**src/hw/hvw_pkg.sv**
```systemverilog
// Package for the high-voltage wake input block: map, fields, codes, timing
package hvw_pkg;

    // Pin group
    localparam int HVW_NPIN       = 5;
    localparam int HVW_NPULL      = 4;
    localparam int HVW_SYNC_PIN   = 3;

    // Clock and filter timing
    localparam int HVW_CLK_MHZ    = 20;
    localparam int HVW_FILT_SHORT_NS = 16000;
    localparam int HVW_FILT_LONG_NS  = 64000;
    localparam int HVW_FILT_SHORT_CYC_I = (HVW_FILT_SHORT_NS * HVW_CLK_MHZ + 999) / 1000;
    localparam int HVW_FILT_LONG_CYC_I  = (HVW_FILT_LONG_NS * HVW_CLK_MHZ + 999) / 1000;
    localparam int HVW_CNT_W      = 11;
    localparam logic [HVW_CNT_W-1:0] HVW_FILT_SHORT_CYC = HVW_CNT_W'(HVW_FILT_SHORT_CYC_I);
    localparam logic [HVW_CNT_W-1:0] HVW_FILT_LONG_CYC  = HVW_CNT_W'(HVW_FILT_LONG_CYC_I);

    // Register byte offsets
    localparam logic [7:0] HVW_ADR_CTRL = 8'h00;
    localparam logic [7:0] HVW_ADR_FILT = 8'h04;
    localparam logic [7:0] HVW_ADR_STAT = 8'h08;
    localparam logic [7:0] HVW_ADR_LVL  = 8'h0C;

    // Field layout
    localparam int HVW_CTRL_W     = 18;
    localparam int HVW_WFS_LSB    = 0;
    localparam int HVW_PULL_LSB   = 10;
    localparam int HVW_FILT_W     = 15;
    localparam int HVW_FSEL_LSB   = 0;

    // Reset values
    localparam logic [HVW_CTRL_W-1:0] HVW_CTRL_RST = 18'h00000;
    localparam logic [HVW_FILT_W-1:0] HVW_FILT_RST = 15'h0000;
    localparam logic [HVW_NPIN-1:0]   HVW_STAT_RST = 5'h00;

    // Wake function select codes
    localparam logic [1:0] HVW_WFS_OFF  = 2'h0;
    localparam logic [1:0] HVW_WFS_WAKE = 2'h1;
    localparam logic [1:0] HVW_WFS_SYNC = 2'h2;

    // Pull select codes
    localparam logic [1:0] HVW_PULL_NONE = 2'h0;
    localparam logic [1:0] HVW_PULL_DOWN = 2'h1;
    localparam logic [1:0] HVW_PULL_UP   = 2'h2;
    localparam logic [1:0] HVW_PULL_AUTO = 2'h3;

    // Filter select codes
    localparam logic [2:0] HVW_FSEL_STAT_SHORT = 3'h0;
    localparam logic [2:0] HVW_FSEL_STAT_LONG  = 3'h1;
    localparam logic [2:0] HVW_FSEL_CYC_SYNC   = 3'h4;

    typedef enum logic [2:0] {
        HVW_MODE_INIT,
        HVW_MODE_NORMAL,
        HVW_MODE_STOP,
        HVW_MODE_SLEEP,
        HVW_MODE_FAILSAFE,
        HVW_MODE_RESTART
    } hvw_mode_t;

    typedef struct packed {
        logic        cyc;
        logic        stb;
        logic        we;
        logic [7:0]  adr;
        logic [3:0]  sel;
        logic [31:0] dat;
    } hvw_wb_req_t;

endpackage

```
**src/hw/hvw_wake_filter.sv**
```systemverilog
// Per-pin synchroniser and wake filter
`timescale 1ns/1ps
module hvw_wake_filter (
    // Clock, reset, enable
    input  wire logic clk_sys,
    input  wire logic rst_n,
    input  wire logic ce,
    // Comparator and filter choice
    input  wire logic cmp_in,
    input  wire logic long_sel,
    // Levels and accepted edge
    output logic      sync_level,
    output logic      level,
    output logic      edge_pulse
);
    import hvw_pkg::*;

    logic                 meta_reg;
    logic                 sync_reg;
    logic                 stable_reg;
    logic                 pulse_reg;
    logic [HVW_CNT_W-1:0] cnt_reg;
    logic [HVW_CNT_W-1:0] target;

    assign target     = long_sel ? HVW_FILT_LONG_CYC : HVW_FILT_SHORT_CYC;
    assign sync_level = sync_reg;
    assign level      = stable_reg;
    assign edge_pulse = pulse_reg;

    // Two-stage synchroniser
    always_ff @(posedge clk_sys) begin // [RULE19]
        if (!rst_n) begin
            meta_reg <= 1'b0;
            sync_reg <= 1'b0;
        end else if (ce) begin
            meta_reg <= cmp_in;
            sync_reg <= meta_reg;
        end
    end

    // Filter: accept a new level only after it held for the full time
    always_ff @(posedge clk_sys) begin // [RULE4] [RULE1] [RULE11]
        if (!rst_n) begin
            stable_reg <= 1'b0;
            cnt_reg    <= '0;
            pulse_reg  <= 1'b0;
        end else if (ce) begin
            pulse_reg <= 1'b0;
            if (sync_reg == stable_reg) begin
                cnt_reg <= '0;
            end else if (cnt_reg == target - HVW_CNT_W'(1)) begin // [RULE17] [RULE18]
                stable_reg <= sync_reg;
                cnt_reg    <= '0;
                pulse_reg  <= 1'b1;
            end else begin
                cnt_reg <= cnt_reg + HVW_CNT_W'(1);
            end
        end
    end

    AST_FILT_ACCEPT: assert property (@(posedge clk_sys) disable iff (!rst_n) // [RULE4]
        $rose(pulse_reg) |-> (stable_reg != $past(stable_reg)) && (stable_reg == $past(sync_reg)))
        else $error("filter accepted without level change");

endmodule // hvw_wake_filter

```
**src/hw/hvw_wake_inputs.sv**
```systemverilog
// High-voltage wake input block with Wishbone register slave
// Function
// RULE1: Every wake pin reports rising and falling transitions alike.
// RULE2: Accepted edge raises interrupt in Normal/Stop, wakes device in Sleep/Fail-Safe.
// RULE3: Each pin senses statically or cyclically, chosen by software.
// RULE4: Edge accepted only if level holds for the whole filter time.
// RULE5: Wake capability switched per pin by a register write.
// RULE6: Every accepted wake event latches a readable status flag.
// RULE7: Level register shows pin levels in Normal, Stop and Init.
// RULE8: Under cyclic sense the level register shows the last sampled level.
// RULE9: No level readback for the fourth pin while it serves as sync input.
// RULE10: Pull select: none, pull-down, pull-up, or automatic following level.
// RULE11: Per-pin filter select applies in static and cyclic sensing.
// RULE12: Init to Normal with static sense and high pin sets flag and interrupt.
// RULE13: Cyclic sense samples during high-side on-time; sample change is a wake.
// RULE14: Software turns the fourth pin off before choosing sync.
// RULE15: Sync code on fourth pin ignores its config and disables its wake.
// RULE16: Sleep refused, restart entered, when only wake source is cyclic sync pin.
// RULE17: Short filter time is 16 microseconds.
// RULE18: Long filter time is 64 microseconds.
// RULE19: Comparator outputs pass a two-stage synchroniser before filtering.
`timescale 1ns/1ps
module hvw_wake_inputs (
    // Clock, reset, enable
    input  wire logic                 clk_sys,
    input  wire logic                 rst_n,
    input  wire logic                 ce,
    // Wishbone slave
    input  wire hvw_pkg::hvw_wb_req_t wb_req,
    output logic [31:0]               wb_dat_o,
    output logic                      wb_ack_o,
    // Pins and high-side on-time
    input  wire logic [4:0]           wake_cmp,
    input  wire logic [4:0]           hs_on,
    // Mode controller
    input  wire hvw_pkg::hvw_mode_t   dev_mode,
    input  wire logic                 sleep_req,
    input  wire logic                 other_wake_en,
    output logic                      wake_irq,
    output logic                      wake_up,
    output logic                      sleep_ok,
    output logic                      restart_req,
    // Pull sources and sync
    output logic [3:0]                pull_up_en,
    output logic [3:0]                pull_down_en,
    output logic                      sync_out
);
    import hvw_pkg::*;

    logic [HVW_CTRL_W-1:0] ctrl_reg;
    logic [HVW_FILT_W-1:0] filt_reg;
    logic [HVW_NPIN-1:0]   stat_reg;
    logic [HVW_NPIN-1:0]   stat_next;
    logic [HVW_NPIN-1:0]   lvl_reg;
    logic [HVW_NPIN-1:0]   samp_reg;
    logic [HVW_NPIN-1:0]   hs_prev_reg;
    hvw_mode_t             mode_prev_reg;
    logic                  ack_reg;
    logic [31:0]           dat_reg;
    logic [31:0]           ctrl_wr_word;
    logic [31:0]           filt_wr_word;
    logic                  irq_reg;
    logic                  wake_reg;
    logic                  sleep_ok_reg;
    logic                  restart_reg;
    logic [3:0]            pu_reg;
    logic [3:0]            pd_reg;
    logic                  sync_reg;

    logic [HVW_NPIN-1:0]   pin_en;
    logic [HVW_NPIN-1:0]   cyc_sel;
    logic [HVW_NPIN-1:0]   sync_cyc;
    logic [HVW_NPIN-1:0]   filt_level;
    logic [HVW_NPIN-1:0]   live_level;
    logic [HVW_NPIN-1:0]   filt_edge;
    logic [HVW_NPIN-1:0]   evt;
    logic [HVW_NPIN-1:0]   clr;
    logic                  sync_sel;
    logic                  init_to_normal;
    logic                  lvl_mode;
    logic                  refuse;
    logic                  wb_req_new;
    logic                  wb_wr;

    function automatic logic [1:0] wfs_of(input logic [HVW_CTRL_W-1:0] c, input int i);
        wfs_of = c[HVW_WFS_LSB + 2*i +: 2];
    endfunction

    function automatic logic [2:0] fsel_of(input logic [HVW_FILT_W-1:0] f, input int i);
        fsel_of = f[HVW_FSEL_LSB + 3*i +: 3];
    endfunction

    function automatic logic [31:0] merge(input logic [31:0] old, input logic [31:0] nw,
                                          input logic [3:0] sel);
        for (int b = 0; b < 4; b++) begin
            merge[8*b +: 8] = sel[b] ? nw[8*b +: 8] : old[8*b +: 8];
        end
    endfunction

    // Per-pin filters
    for (genvar g = 0; g < HVW_NPIN; g++) begin : g_pin
        hvw_wake_filter u_filt (
            .clk_sys    (clk_sys),
            .rst_n      (rst_n),
            .ce         (ce),
            .cmp_in     (wake_cmp[g]),
            .long_sel   (filt_reg[HVW_FSEL_LSB + 3*g]),
            .sync_level (live_level[g]),
            .level      (filt_level[g]),
            .edge_pulse (filt_edge[g])
        );
    end

    // Pin configuration decode
    assign sync_sel = (wfs_of(ctrl_reg, HVW_SYNC_PIN) == HVW_WFS_SYNC);

    always_comb begin
        for (int i = 0; i < HVW_NPIN; i++) begin
            pin_en[i]   = (wfs_of(ctrl_reg, i) == HVW_WFS_WAKE); // [RULE5] [RULE15]
            cyc_sel[i]  = (fsel_of(filt_reg, i) != HVW_FSEL_STAT_SHORT)
                          && (fsel_of(filt_reg, i) != HVW_FSEL_STAT_LONG); // [RULE3]
            sync_cyc[i] = (fsel_of(filt_reg, i) == HVW_FSEL_CYC_SYNC);
        end
    end

    assign init_to_normal = (mode_prev_reg == HVW_MODE_INIT) && (dev_mode == HVW_MODE_NORMAL);
    assign lvl_mode = (dev_mode == HVW_MODE_NORMAL) || (dev_mode == HVW_MODE_STOP)
                      || (dev_mode == HVW_MODE_INIT);

    // Wake events per pin
    always_comb begin
        for (int i = 0; i < HVW_NPIN; i++) begin
            evt[i] = 1'b0;
            if (pin_en[i]) begin
                if (cyc_sel[i]) begin
                    evt[i] = hs_prev_reg[i] && !hs_on[i]
                             && (filt_level[i] != samp_reg[i]); // [RULE13]
                end else begin
                    evt[i] = filt_edge[i] // [RULE1]
                             || (init_to_normal && filt_level[i]); // [RULE12]
                end
            end
        end
    end

    // Wishbone access qualifiers
    assign wb_req_new = wb_req.cyc && wb_req.stb && !ack_reg;
    assign wb_wr      = wb_req.cyc && wb_req.stb && ack_reg && wb_req.we;
    assign clr = (wb_wr && (wb_req.adr == HVW_ADR_STAT) && wb_req.sel[0])
                 ? wb_req.dat[HVW_NPIN-1:0] : '0;
    assign stat_next = (stat_reg & ~clr) | evt; // [RULE6]
    assign ctrl_wr_word = merge({14'h0000, ctrl_reg}, wb_req.dat, wb_req.sel);
    assign filt_wr_word = merge({17'h00000, filt_reg}, wb_req.dat, wb_req.sel);

    // Wishbone handshake and read data
    always_ff @(posedge clk_sys) begin
        if (!rst_n) begin
            ack_reg <= 1'b0;
            dat_reg <= 32'h0000_0000;
        end else if (ce) begin
            ack_reg <= wb_req_new;
            if (wb_req_new) begin
                if (wb_req.adr == HVW_ADR_CTRL) begin
                    dat_reg <= {14'h0000, ctrl_reg};
                end else if (wb_req.adr == HVW_ADR_FILT) begin
                    dat_reg <= {17'h00000, filt_reg};
                end else if (wb_req.adr == HVW_ADR_STAT) begin
                    dat_reg <= {27'h0000000, stat_reg};
                end else if (wb_req.adr == HVW_ADR_LVL) begin
                    dat_reg <= {27'h0000000, lvl_reg};
                end else begin
                    dat_reg <= 32'h0000_0000;
                end
            end
        end
    end

    // Configuration registers
    always_ff @(posedge clk_sys) begin
        if (!rst_n) begin
            ctrl_reg <= HVW_CTRL_RST;
            filt_reg <= HVW_FILT_RST;
        end else if (ce && wb_wr) begin
            if (wb_req.adr == HVW_ADR_CTRL) begin
                ctrl_reg <= ctrl_wr_word[HVW_CTRL_W-1:0]; // [RULE5]
            end else if (wb_req.adr == HVW_ADR_FILT) begin
                filt_reg <= filt_wr_word[HVW_FILT_W-1:0]; // [RULE11]
            end
        end
    end

    // Wake status, set wins over clear
    always_ff @(posedge clk_sys) begin
        if (!rst_n) begin
            stat_reg <= HVW_STAT_RST;
        end else if (ce) begin
            stat_reg <= stat_next; // [RULE6]
        end
    end

    // Cyclic sampling at the end of high-side on-time
    always_ff @(posedge clk_sys) begin
        if (!rst_n) begin
            samp_reg    <= '0;
            hs_prev_reg <= '0;
        end else if (ce) begin
            hs_prev_reg <= hs_on;
            for (int i = 0; i < HVW_NPIN; i++) begin
                if (cyc_sel[i] && hs_prev_reg[i] && !hs_on[i]) begin
                    samp_reg[i] <= filt_level[i]; // [RULE13]
                end
            end
        end
    end

    // Level status
    always_ff @(posedge clk_sys) begin
        if (!rst_n) begin
            lvl_reg <= '0;
        end else if (ce && lvl_mode) begin // [RULE7]
            for (int i = 0; i < HVW_NPIN; i++) begin
                lvl_reg[i] <= cyc_sel[i] ? samp_reg[i] : live_level[i]; // [RULE8]
            end
            if (sync_sel) begin
                lvl_reg[HVW_SYNC_PIN] <= 1'b0; // [RULE9]
            end
        end
    end

    // Interrupt or wake signalling
    always_ff @(posedge clk_sys) begin
        if (!rst_n) begin
            irq_reg       <= 1'b0;
            wake_reg      <= 1'b0;
            mode_prev_reg <= HVW_MODE_INIT;
        end else if (ce) begin
            mode_prev_reg <= dev_mode;
            irq_reg  <= (|evt) && ((dev_mode == HVW_MODE_NORMAL)
                                   || (dev_mode == HVW_MODE_STOP)); // [RULE2]
            wake_reg <= (|evt) && ((dev_mode == HVW_MODE_SLEEP)
                                   || (dev_mode == HVW_MODE_FAILSAFE)); // [RULE2]
        end
    end

    // Sleep request check
    assign refuse = !other_wake_en && (|(pin_en & sync_cyc))
                    && !(|(pin_en & ~sync_cyc)); // [RULE16]

    always_ff @(posedge clk_sys) begin
        if (!rst_n) begin
            sleep_ok_reg <= 1'b0;
            restart_reg  <= 1'b0;
        end else if (ce) begin
            sleep_ok_reg <= sleep_req && !refuse;
            restart_reg  <= sleep_req && refuse; // [RULE16]
        end
    end

    // Pull sources and sync output
    always_ff @(posedge clk_sys) begin
        if (!rst_n) begin
            pu_reg   <= '0;
            pd_reg   <= '0;
            sync_reg <= 1'b0;
        end else if (ce) begin
            sync_reg <= sync_sel && live_level[HVW_SYNC_PIN]; // [RULE15]
            for (int i = 0; i < HVW_NPULL; i++) begin
                case (ctrl_reg[HVW_PULL_LSB + 2*i +: 2]) // [RULE10]
                    HVW_PULL_DOWN: begin
                        pu_reg[i] <= 1'b0;
                        pd_reg[i] <= 1'b1;
                    end
                    HVW_PULL_UP: begin
                        pu_reg[i] <= 1'b1;
                        pd_reg[i] <= 1'b0;
                    end
                    HVW_PULL_AUTO: begin
                        pu_reg[i] <= filt_level[i];
                        pd_reg[i] <= !filt_level[i];
                    end
                    default: begin
                        pu_reg[i] <= 1'b0;
                        pd_reg[i] <= 1'b0;
                    end
                endcase
                if (i == HVW_SYNC_PIN && sync_sel) begin
                    pu_reg[i] <= 1'b0; // [RULE15]
                    pd_reg[i] <= 1'b0;
                end
            end
        end
    end

    assign wb_ack_o     = ack_reg;
    assign wb_dat_o     = dat_reg;
    assign wake_irq     = irq_reg;
    assign wake_up      = wake_reg;
    assign sleep_ok     = sleep_ok_reg;
    assign restart_req  = restart_reg;
    assign pull_up_en   = pu_reg;
    assign pull_down_en = pd_reg;
    assign sync_out     = sync_reg;

    // Checks
    AST_SET_WINS: assert property (@(posedge clk_sys) disable iff (!rst_n) // [RULE6]
        (ce && (|evt)) |=> ((stat_reg & $past(evt)) == $past(evt)))
        else $error("wake event lost in status");

    AST_IRQ_MODE: assert property (@(posedge clk_sys) disable iff (!rst_n) // [RULE2]
        (ce && (|evt) && (dev_mode == HVW_MODE_NORMAL)) |=> (wake_irq && !wake_up))
        else $error("no interrupt for wake in normal mode");

    AST_WAKE_MODE: assert property (@(posedge clk_sys) disable iff (!rst_n) // [RULE2]
        (ce && (|evt) && (dev_mode == HVW_MODE_SLEEP)) |=> (wake_up && !wake_irq))
        else $error("no wake-up for event in sleep mode");

    AST_DISABLED_PIN: assert property (@(posedge clk_sys) disable iff (!rst_n) // [RULE5]
        (ce && !pin_en[0] && !stat_reg[0]) |=> !stat_reg[0])
        else $error("disabled pin set its flag");

    AST_SYNC_NO_WAKE: assert property (@(posedge clk_sys) disable iff (!rst_n) // [RULE15]
        (ce && sync_sel && !stat_reg[HVW_SYNC_PIN]) |=> !stat_reg[HVW_SYNC_PIN])
        else $error("sync pin produced a wake flag");

    AST_SYNC_NO_LVL: assert property (@(posedge clk_sys) disable iff (!rst_n) // [RULE9]
        (ce && sync_sel && lvl_mode) |=> !lvl_reg[HVW_SYNC_PIN])
        else $error("level shown for sync pin");

    AST_RESTART: assert property (@(posedge clk_sys) disable iff (!rst_n) // [RULE16]
        (ce && sleep_req && refuse) |=> (restart_req && !sleep_ok))
        else $error("sleep not refused");

    AST_INIT_NORMAL: assert property (@(posedge clk_sys) disable iff (!rst_n) // [RULE12]
        (ce && init_to_normal && pin_en[0] && !cyc_sel[0] && filt_level[0])
        |=> (stat_reg[0] && wake_irq))
        else $error("high pin not flagged on entry to normal");

    AST_PULL_AUTO: assert property (@(posedge clk_sys) disable iff (!rst_n) // [RULE10]
        (ce && (ctrl_reg[HVW_PULL_LSB +: 2] == HVW_PULL_AUTO))
        |=> (pull_up_en[0] == $past(filt_level[0])) && (pull_down_en[0] != pull_up_en[0]))
        else $error("automatic pull does not follow level");

    AST_LVL_CYCLIC: assert property (@(posedge clk_sys) disable iff (!rst_n) // [RULE8]
        (ce && cyc_sel[0] && lvl_mode) |=> (lvl_reg[0] == $past(samp_reg[0])))
        else $error("cyclic level not the sampled value");

endmodule // hvw_wake_inputs

```
**config.mk**
```make
export PLATFORM = sky130hd
export DESIGN_NAME = hvw_wake_inputs
export DESIGN_NICKNAME = d
export VERILOG_FILES = /design/src/hw/hvw_pkg.sv /design/src/hw/hvw_wake_filter.sv /design/src/hw/hvw_wake_inputs.sv
export SDC_FILE = /design/constraint.sdc
export NUM_CORES = 1
export LEC_CHECK = 0
export BUFFER_PORTS_ARGS = -buffer_cell sky130_fd_sc_hd__buf_4
export CORE_MARGIN = 2
export CORE_UTILIZATION = 51
export CTS_BUF_LIST = sky130_fd_sc_hd__clkbuf_8
export CTS_CLUSTER_DIAMETER = 120
export DETAILED_ROUTE_END_ITERATION = 10
export PLACE_DENSITY = 0.7
export SETUP_SLACK_MARGIN = 0.4
export SLEW_MARGIN = 40
export SYNTH_ARGS = -nofsm -noshare
export SYNTH_HDL_FRONTEND = slang
export SYNTH_SLANG_ARGS = --single-unit
```
**constraint.sdc**
```tcl
create_clock -name clk_sys -period 6.1 [get_ports clk_sys]
set_input_delay 0.915 -clock clk_sys [delete_from_list [all_inputs] [get_ports clk_sys]]
set_output_delay 0.915 -clock clk_sys [all_outputs]
set_load 0.03 [all_outputs]
```
==> Word level (Yosys, flattened, before mapping) <==
Cells that the tools add are included.
W data, S select, Z words.
{ "word_totals": {"ff_bits": 177, "inputBits": 65} }
{ "classes": {"addsub": 10, "eq_ne": 50, "n_mux": 56, "n_bitwise": 12, "reduce_logical": 94} }
{ "ops": {"columns": ["op", "count"], "rows": [
  ["$mux W11", 15],
  ["$add A11 B1 Y11 const B", 5],
  ["$eq A11 B11 Y1", 5],
  ["$sub A11 B1 Y11 const B", 5],
  ["$logic_and A1 B1 Y1", 46],
  ["$mux W1", 28],
  ["$reduce_and A3 Y1", 8],
  ["$eq A2 B1 Y1 const B", 9],
  ["$eq A2 B2 Y1 const B", 9],
  ["$eq A3 B3 Y1 const B", 6],
  ["$mux W18", 1],
  ["$eq A8 B4 Y1 const B", 2],
  ["$pmux W1 S2", 8],
  ["$and A5 B5 Y5", 3],
  ["$mux W15", 1],
  ["$mux W5", 3],
  ["$ne A3 B1 Y1 const B", 5],
  ["$reduce_bool A3 Y1", 5],
  ["$reduce_or A5 Y1", 3],
  ["$logic_not A1 Y1", 13],
  ["$reduce_and A2 Y1", 6],
  ["$not A5 Y5", 2],
  ["$eq A8 B3 Y1 const B", 1],
  ["$logic_not A8 Y1", 1],
  ["9 further kinds", 32]
]} }

==> Longest topological paths before layout <==
Gate-level depths: netlist of run 1.
{ "logic_depth": {"word_depth": 9, "mapped_depth": 7, "ltp_nobuf": 5} }

==> Cells and area by module <==
From an unflattened synthesis of run 1, not the netlist that was laid out.
{ "hier_totals": {"hier_cells": 911, "hier_area_um2": 8129.0} }
{ "modules_own_cells": {"columns": ["module", "instances", "cells_per_inst", "area_each_um2", "seq_area_each_um2"], "rows": [
  ["hvw_wake_inputs", 1, 481, 4256.6, 1761.7],
  ["hvw_wake_filter", 5, 86, 774.5, 300.3]
]} }

==> Worst setup path before layout of run 1 <==
OpenSTA, ideal clock, no wires.
{ "synth_timing": {"path_type": "input to register", "from": "in wb_req[41] in the netlist's numbering", "to": "reg ctrl_reg[17]", "setup_time_ns": 0.132, "t_arrival_ns": 2.429, "t_required_ns": 5.968, "slack_ns": 3.538, "stages": 7, "n_path_buf": 3, "path_cell_list": "or4_4 buf_6 or4_4 buf_6 buf_8 o21ai_1 a21oi_1"} }
{ "synth_via": {"elab_chain_cells": 2} }
{ "synth_rtl": {"columns": ["item", "line", "source"], "rows": [
  ["from (decl)", "hvw_wake_inputs.sv:29", "input wire hvw_pkg::hvw_wb_req_t wb_req,"],
  ["$logic_not A8 Y1", "hvw_wake_inputs.sv:184", "if (wb_req.adr == HVW_ADR_CTRL) begin"],
  ["$reduce_and A3 Y1 (no line)", null, null],
  ["to (signal assigned)", "hvw_wake_inputs.sv:185", "ctrl_reg <= ctrl_wr_word[HVW_CTRL_W-1:0];"],
  ["to (decl)", "hvw_wake_inputs.sv:50", "logic [HVW_CTRL_W-1:0] ctrl_reg;"]
]} }
No other way between the ends.
A chain may end at the register's enable or synchronous reset.

==> impl_metrics.csv, run 1 <==
group,metric,value,unit
placed_design,io_buffers,81,
synthesis,synth_top_cell_by_area,"dfxtp_1",
global_route,grt_pass1_vias,6839,
timing,hold_ws,467,ps
synthesis,syn_area,8380,sq um
layout,nets,1119,
pwr,p_seq_share,55.4,%
clock_network,numCtsBuffers,17,
global_route,grtUsageTotal,24.2,%
worst_setup_path,rrSetupSlack,3850,ps
synthesis,synthArstFlopShare,0,%
clock_network,cts_sinks,163,
global_route,grt_overflow,0,
routing,wl_per_cell,16.4,um
clock_network,tritoncts,"done",
timing,fin_crit,2790,ps
pwr,pwr-share-clk,37.7,%
synthesis,synth-main-ff-cell,"dfxtp_1",
routing,drtAntennaViolNets,0,
timing,post-route-period-util,45.7,%
routing,dr.pass1.iters,5,
floorplan,core_area,16000,sq um
worst_setup_path,cp_common_cell,"buf_4",
worst_setup_path,cp.required,6420,ps
pwr,swShare,26.8,%
pwr,cellPowerDensity,209,nW/um^2
routing,remaining_drc_errors,0,
layout,fin_cells,1278,
global_route,grt_first_pass_wirelength,34900,um
worst_setup_path,path_max_fanout,50,
routing,vias,7528,
routing,drt_iter0_markers,586,
placed_design,placedCellCount,1245,
clock_network,insertion_delay,460,ps
layout,largest_reg_flops,55,
synthesis,synth_edf_count,0,
synthesis,synth.area.top_cells,"dfxtp_1 39%, a21oi_1 5.0%, nand3_1 4.9%, o211ai_1 4.6%, nand2_1 4.5%",
layout,diodes,0,
routing,avgViaCountPerCell,5.89,
floorplan,rows,46,
worst_setup_path,crit_slowest_cell,"and3_1",
worst_setup_path,worst_setup_path_end_kind,"flop",
synthesis,ys_seq_elements,163,
placed_design,pre_cts_ws,2760,ps
timing,clock.fmax,0.359,GHz
timing,setup_violations,0,
clock_network,cts_buffer_depth,2,
clock_network,ctsHoldBuffers,0,
synthesis,syn_inst,1018,
synthesis,ys_types,64,
pwr,p_int,1.43,mW
pwr,power,1.95,mW
pwr,irDropWorstVdd,0.250,mV
timing,finalHoldViolCount,0,
timing,setup_ws,3310,ps
min_path,hp-class,"flop to flop",
timing,rsz0062_at_grt,"no",
clock_network,postCtsResizedCells,0,
global_route,grt_max_degree,105,
timing,fin_tns_setup,0,ps
clock_network,cts_setup_buffers,0,
routing,routed_wl,20900,um
clock_network,clk_pin_slew,90,ps
pwr,p_sw,0.522,mW
floorplan,die_area,17500,sq um
layout,area_growth,11.3,%
floorplan,start_util,52.4,%
global_route,antenna_found_initial,0,
timing,worstMarginPinSlew,804,ps
worst_setup_path,path_class,"input port to flop",
synthesis,synth.yosys.seq_area_share,38.9,%
placed_design,dpl.hpwl,14100,um
clock_network,root_buffer,"clkbuf_8",
synthesis,ys_warn_count,0,
timing,fin_skew,15.0,ps
synthesis,synth.top_cell.area_share,38.9,%
layout,design_area,9330,sq um
flow_run,cap_violations,0,
placed_design,dpl_cell_area,8950,sq um
worst_setup_path,path_cells,"buf_4, and3_1, nand4_1, buf_4, o31ai_1, a21oi_1",
pwr,pwr-share-comb,6.9,%
clock_network,htreeDepth,4,
worst_setup_path,cpPeakStageDelay,540,ps
status,outcome,"finished, final reports clean",
worst_setup_path,crit_arrival,3100,ps
floorplan,ioPinCount,111,
timing,maxSlewViolCount,0,
timing,slew_headroom,46.4,%
layout,fillCellCount,1569,
placed_design,place_congestion,0.826,
pwr,p_leak,3.17,nW
worst_setup_path,cp-start-kind,"input port",
floorplan,dieWidth,132,um
layout,drive_gt1_share,14.3,%
synthesis,syn_area_per_cell,8.23,sq um
layout,postLayoutCoreUtil,58.3,%
floorplan,fp.dieH,132,um
[synthesized netlist by cell type (6+ instances only)]
cell and n:
dfxtp_1 163, nand2_1 101, a21oi_1 83, nand3_1 82, clkbuf_1 58, nor2_1 57
o211ai_1 51, o21ai_0 37, mux2i_1 29, inv_1 28, o21ai_1 28, nor4_1 25
nor2b_1 18, o2111ai_1 16, buf_4 15, xnor2_1 15, xor2_1 12, nand3b_1 11
nand4_1 11, nor3_1 11, a31oi_1 10, o31ai_1 10, mux2_2 9, or4b_1 9
a22o_1 8, o21a_1 8, or3_1 8, buf_2 7, or3b_2 7, buf_1 6
[critical path: cells and delay by family]
family / cells / cell delay (ps)
simple gates: 2 / 980
compound gates: 2 / 330
buf+inv: 2 / 870
[power groups by stage]
stage	Combinational, mW	Clock (mW)	Sequential (mW)
floorplan	0.0852	0	1.11
global placement	0.132	0	1.10
detailed placement	0.133	0	1.10
CTS	0.133	0.755	1.08
global route	0.146	0.805	1.08
finish	0.134	0.736	1.08
[metal layers]
layer / part of all wire [%] / global-route usage (%) / wire (um)
met5: 0 / 0 / 0
met4: 1.6 / 8.18 / 344
met3: 4.2 / 4.08 / 884
met2: 46 / 38.0 / 9610
met1: 48 / 34.0 / 10100
[cell usage in the layout, fill, tap and decap left out, types with 29 or more instances in the layout]
cell type and n:
nand3_1 82, dfxtp_1 163, nand2_1 101, inv_1 29
o21ai_0 37, buf_4 87, nor2_1 56, a21oi_1 83
mux2i_1 29, o211ai_1 51
[cell type report]
cell class	instances	area [sq um]	share of cell area (%)
Clock buffer	19	262	2.80
Clock inverter	13	100	1.07
Inverter	29	110	1.18
Multi-Input combinational cell	749	4640	49.8
Sequential cell	163	3260	35.0
Tap cell	216	270	2.90
Timing Repair Buffer	89	679	7.28
[worst paths after layout]
path / from / end / cells past startpoint
max: ce / stat_reg[0]$_SDFFE_PN0P_ / 6
min: lvl_reg[3]$_SDFFE_PN0P_ / lvl_reg[3]$_SDFFE_PN0P_ / 2
max reg2reg: g_pin[1].u_filt.cnt_reg[0]$_SDFFE_PN0P_ / g_pin[1].u_filt.level$_SDFFE_PN0P_ / 5
min reg2reg: lvl_reg[3]$_SDFFE_PN0P_ / lvl_reg[3]$_SDFFE_PN0P_ / 2
[logic make-up after synthesis]
kind of cell | Yosys count | synth area share (%)
mux | 38 | 4.67
flops | 163 | 38.9
buf+inv | 119 | 6.51
fa+ha+maj | 5 | 0.747
xor+xnor | 27 | 2.82
compound gates | 291 | 22.6
simple gates | 374 | 23.6
other cells | 1 | 0.0448
Note: power is estimated with default switching activity, not from simulation.
==> run 2: changes to the inputs <==
- PLACE_DENSITY: 0.7 -> 0.73
- clock period: 6.1 -> 2.2 ns (I/O delays scaled with it)
==> run 2 against run 1 <==
Sequential share of layout area decreased by 2.3 points. Sequential power increased to 2.8 times the previous value. Highest routed layer unchanged. Clock-buffer cell count decreased by 2. Die area unchanged. Clock power increased to 3.0 times the previous value. Cell count increased by 5.6%. Largest power group unchanged. Clock skew increased by 0.62 ps. Register-to-register slack got worse by 3500 ps. Non-clock buffer count increased by 71. Via count increased by 7.5%. Critical path type is now flop to flop. Worst setup slack got worse by 3000 ps. Utilization increased by 5.0 points.
==> impl_metrics.csv, run 2 (synthesis results as in run 1) <==
group,metric,value,unit
layout,fillCellCount,1421,
min_path,hp-class,"input port to flop",
timing,finalHoldViolCount,0,
timing,worstMarginPinSlew,550,ps
timing,slew_headroom,63.3,%
global_route,grtUsageMet2,41.4,%
worst_setup_path,ff2ff_path_depth,4,
worst_setup_path,r2r-end,"g_pin[0].u_filt.level$_SDFFE_PN0P_",
layout,largest_reg_flops,55,
timing,fin_tns_setup,0,ps
timing,setup_violations,0,
global_route,grt_pass1_vias,7290,
timing,fin_crit,1850,ps
flow_run,cap_violations,0,
routing,avgViaCountPerCell,6.00,
global_route,grt_busiest_layer,"met2",
routing,remaining_drc_errors,0,
layout,nets,1190,
clock_network,clk_pin_slew,100,ps
layout,final_cell_mix,"157 x buf_4, 140 x dfxtp_1, 101 x nand2_1",
global_route,met1_usage,35.1,%
layout,diodes,0,
routing,dr.pass1.iters,5,
pwr,irDropWorstVdd,0.372,mV
floorplan,dieWidth,132,um
timing,setup_ws,353,ps
layout,design_area,10100,sq um
floorplan,core_area,16000,sq um
timing,post-route-period-util,84.0,%
clock_network,ctsHoldBuffers,0,
timing,rsz0062_at_grt,"yes",
clock_network,htreeDepth,4,
placed_design,io_buffers,81,
worst_setup_path,path_class,"flop to flop",
routing,wl_per_cell,16.9,um
layout,drive_gt1_share,24.2,%
worst_setup_path,crit_arrival,2260,ps
layout,final_common_cell,"buf_4",
placed_design,dpl.hpwl,15400,um
global_route,met3_usage,4.61,%
min_path,hold_end,"g_pin[1].u_filt.meta_reg$_SDFFE_PN0P_",
routing,drtAntennaViolNets,0,
layout,multi_input_area,4810,sq um
timing,clock.fmax,0.541,GHz
floorplan,ioPinCount,111,
floorplan,fp.dieH,132,um
global_route,grt_max_degree,49,
global_route,grt_overflow,0,
placed_design,pre_cts_ws,148,ps
min_path,min-delay-start,"wake_cmp[1]",
clock_network,tritoncts,"done",
timing,fin_skew,15.6,ps
global_route,grt_first_pass_wirelength,36900,um
placed_design,place_congestion,0.861,
worst_setup_path,path_max_fanout,7,
routing,routed_wl,22800,um
clock_network,root_buffer,"clkbuf_8",
floorplan,die_area,17500,sq um
routing,vias,8090,
placed_design,dpl_cell_area,9290,sq um
routing,drt_iter0_markers,698,
pwr,cellPowerDensity,555,nW/um^2
clock_network,cts_buffer_depth,2,
status,outcome,"finished, final reports clean",
worst_setup_path,cp-start-kind,"flop",
global_route,grtUsageTotal,25.5,%
layout,layout.area.seq,3310,sq um
worst_setup_path,worst_setup_path_end_kind,"flop",
floorplan,start_util,52.4,%
clock_network,cts_sinks,163,
worst_setup_path,rr_startpoint,"g_pin[0].u_filt.cnt_reg[6]$_SDFFE_PN0P_",
global_route,antenna_found_initial,0,
layout,area_growth,20.8,%
layout,postLayoutCoreUtil,63.3,%
min_path,whs_path_depth,3,
worst_setup_path,rrSetupSlack,350,ps
clock_network,numCtsBuffers,17,
pwr,p_leak,3.57,nW
timing,maxSlewViolCount,0,
floorplan,rows,46,
clock_network,insertion_delay,470,ps
worst_setup_path,cp.required,2610,ps
==> run 2: per-layer routing <==
| layer | part of all wire, % | up-vias |
|---|---|---|
| met1 | 46 | 3848 |
| met3 | 5.2 | 24 |
| met4 | 1.2 | 0 |
| li1 | - | 3948 |
| met5 | 0 | - |
| met2 | 47 | 270 |
==> run 2: final cells by class <==
class | instances | area share (%)
clock buffer | 17 | 2.31
clock inverter | 15 | 1.56
inverter | 29 | 1.09
multi-input combinational | 749 | 47.5
sequential | 163 | 32.7
tap | 216 | 2.67
timing repair buffer | 160 | 12.2
==> run 2: power breakdown <==
group          internal, mW  switching, mW  leakage (nW)
sequential             2.97         0.0212          1.33
clock                 0.951           1.28         0.206
combinational         0.149          0.254          2.03
total                  4.07           1.55          3.57
==> run 2: critical path, cell delays in order (launching register included) <==
cell,delay (ps)
dfxtp_2,350
or4b_4,550
o22a_4,240
or4b_1,510
a21oi_2,150
==> run 2: how the worst max path moves through the flow <==
stage,startpoint,end,cells after the start
4_1_cts,g_pin[4].u_filt.cnt_reg[7]$_SDFFE_PN0P_,g_pin[4].u_filt.level$_SDFFE_PN0P_,4
2_1_floorplan,wb_req[41],ctrl_reg[17]$_SDFFE_PN0P_,7
3_5_place_dp,wb_req[41],filt_reg[0]$_SDFFE_PN0P_,5
5_1_grt,g_pin[0].u_filt.cnt_reg[6]$_SDFFE_PN0P_,g_pin[0].u_filt.level$_SDFFE_PN0P_,4
3_3_place_gp,wb_req[41],filt_reg[9]$_SDFFE_PN0P_,5
6_report,g_pin[0].u_filt.cnt_reg[6]$_SDFFE_PN0P_,g_pin[0].u_filt.level$_SDFFE_PN0P_,4
==> run 2: repair_timing <==
item / in CTS / in global routing
endpoints found under the setup margin: 49 / 36
gates cloned: 0 / 0
resized for setup: 43 / 31
pin swaps: 18 / 18
setup buffers: 17 / 14
==> run 2: per-stage QoR <==
step	cells	total power, mW	hold WS (ps)
5_1_grt	1349	5.80	85.6
4_1_cts	1335	5.64	68.7
2_1_floorplan	1031	3.31	428
6_report	1349	5.62	89.5
3_3_place_gp	1286	3.45	444
3_5_place_dp	1286	3.46	452
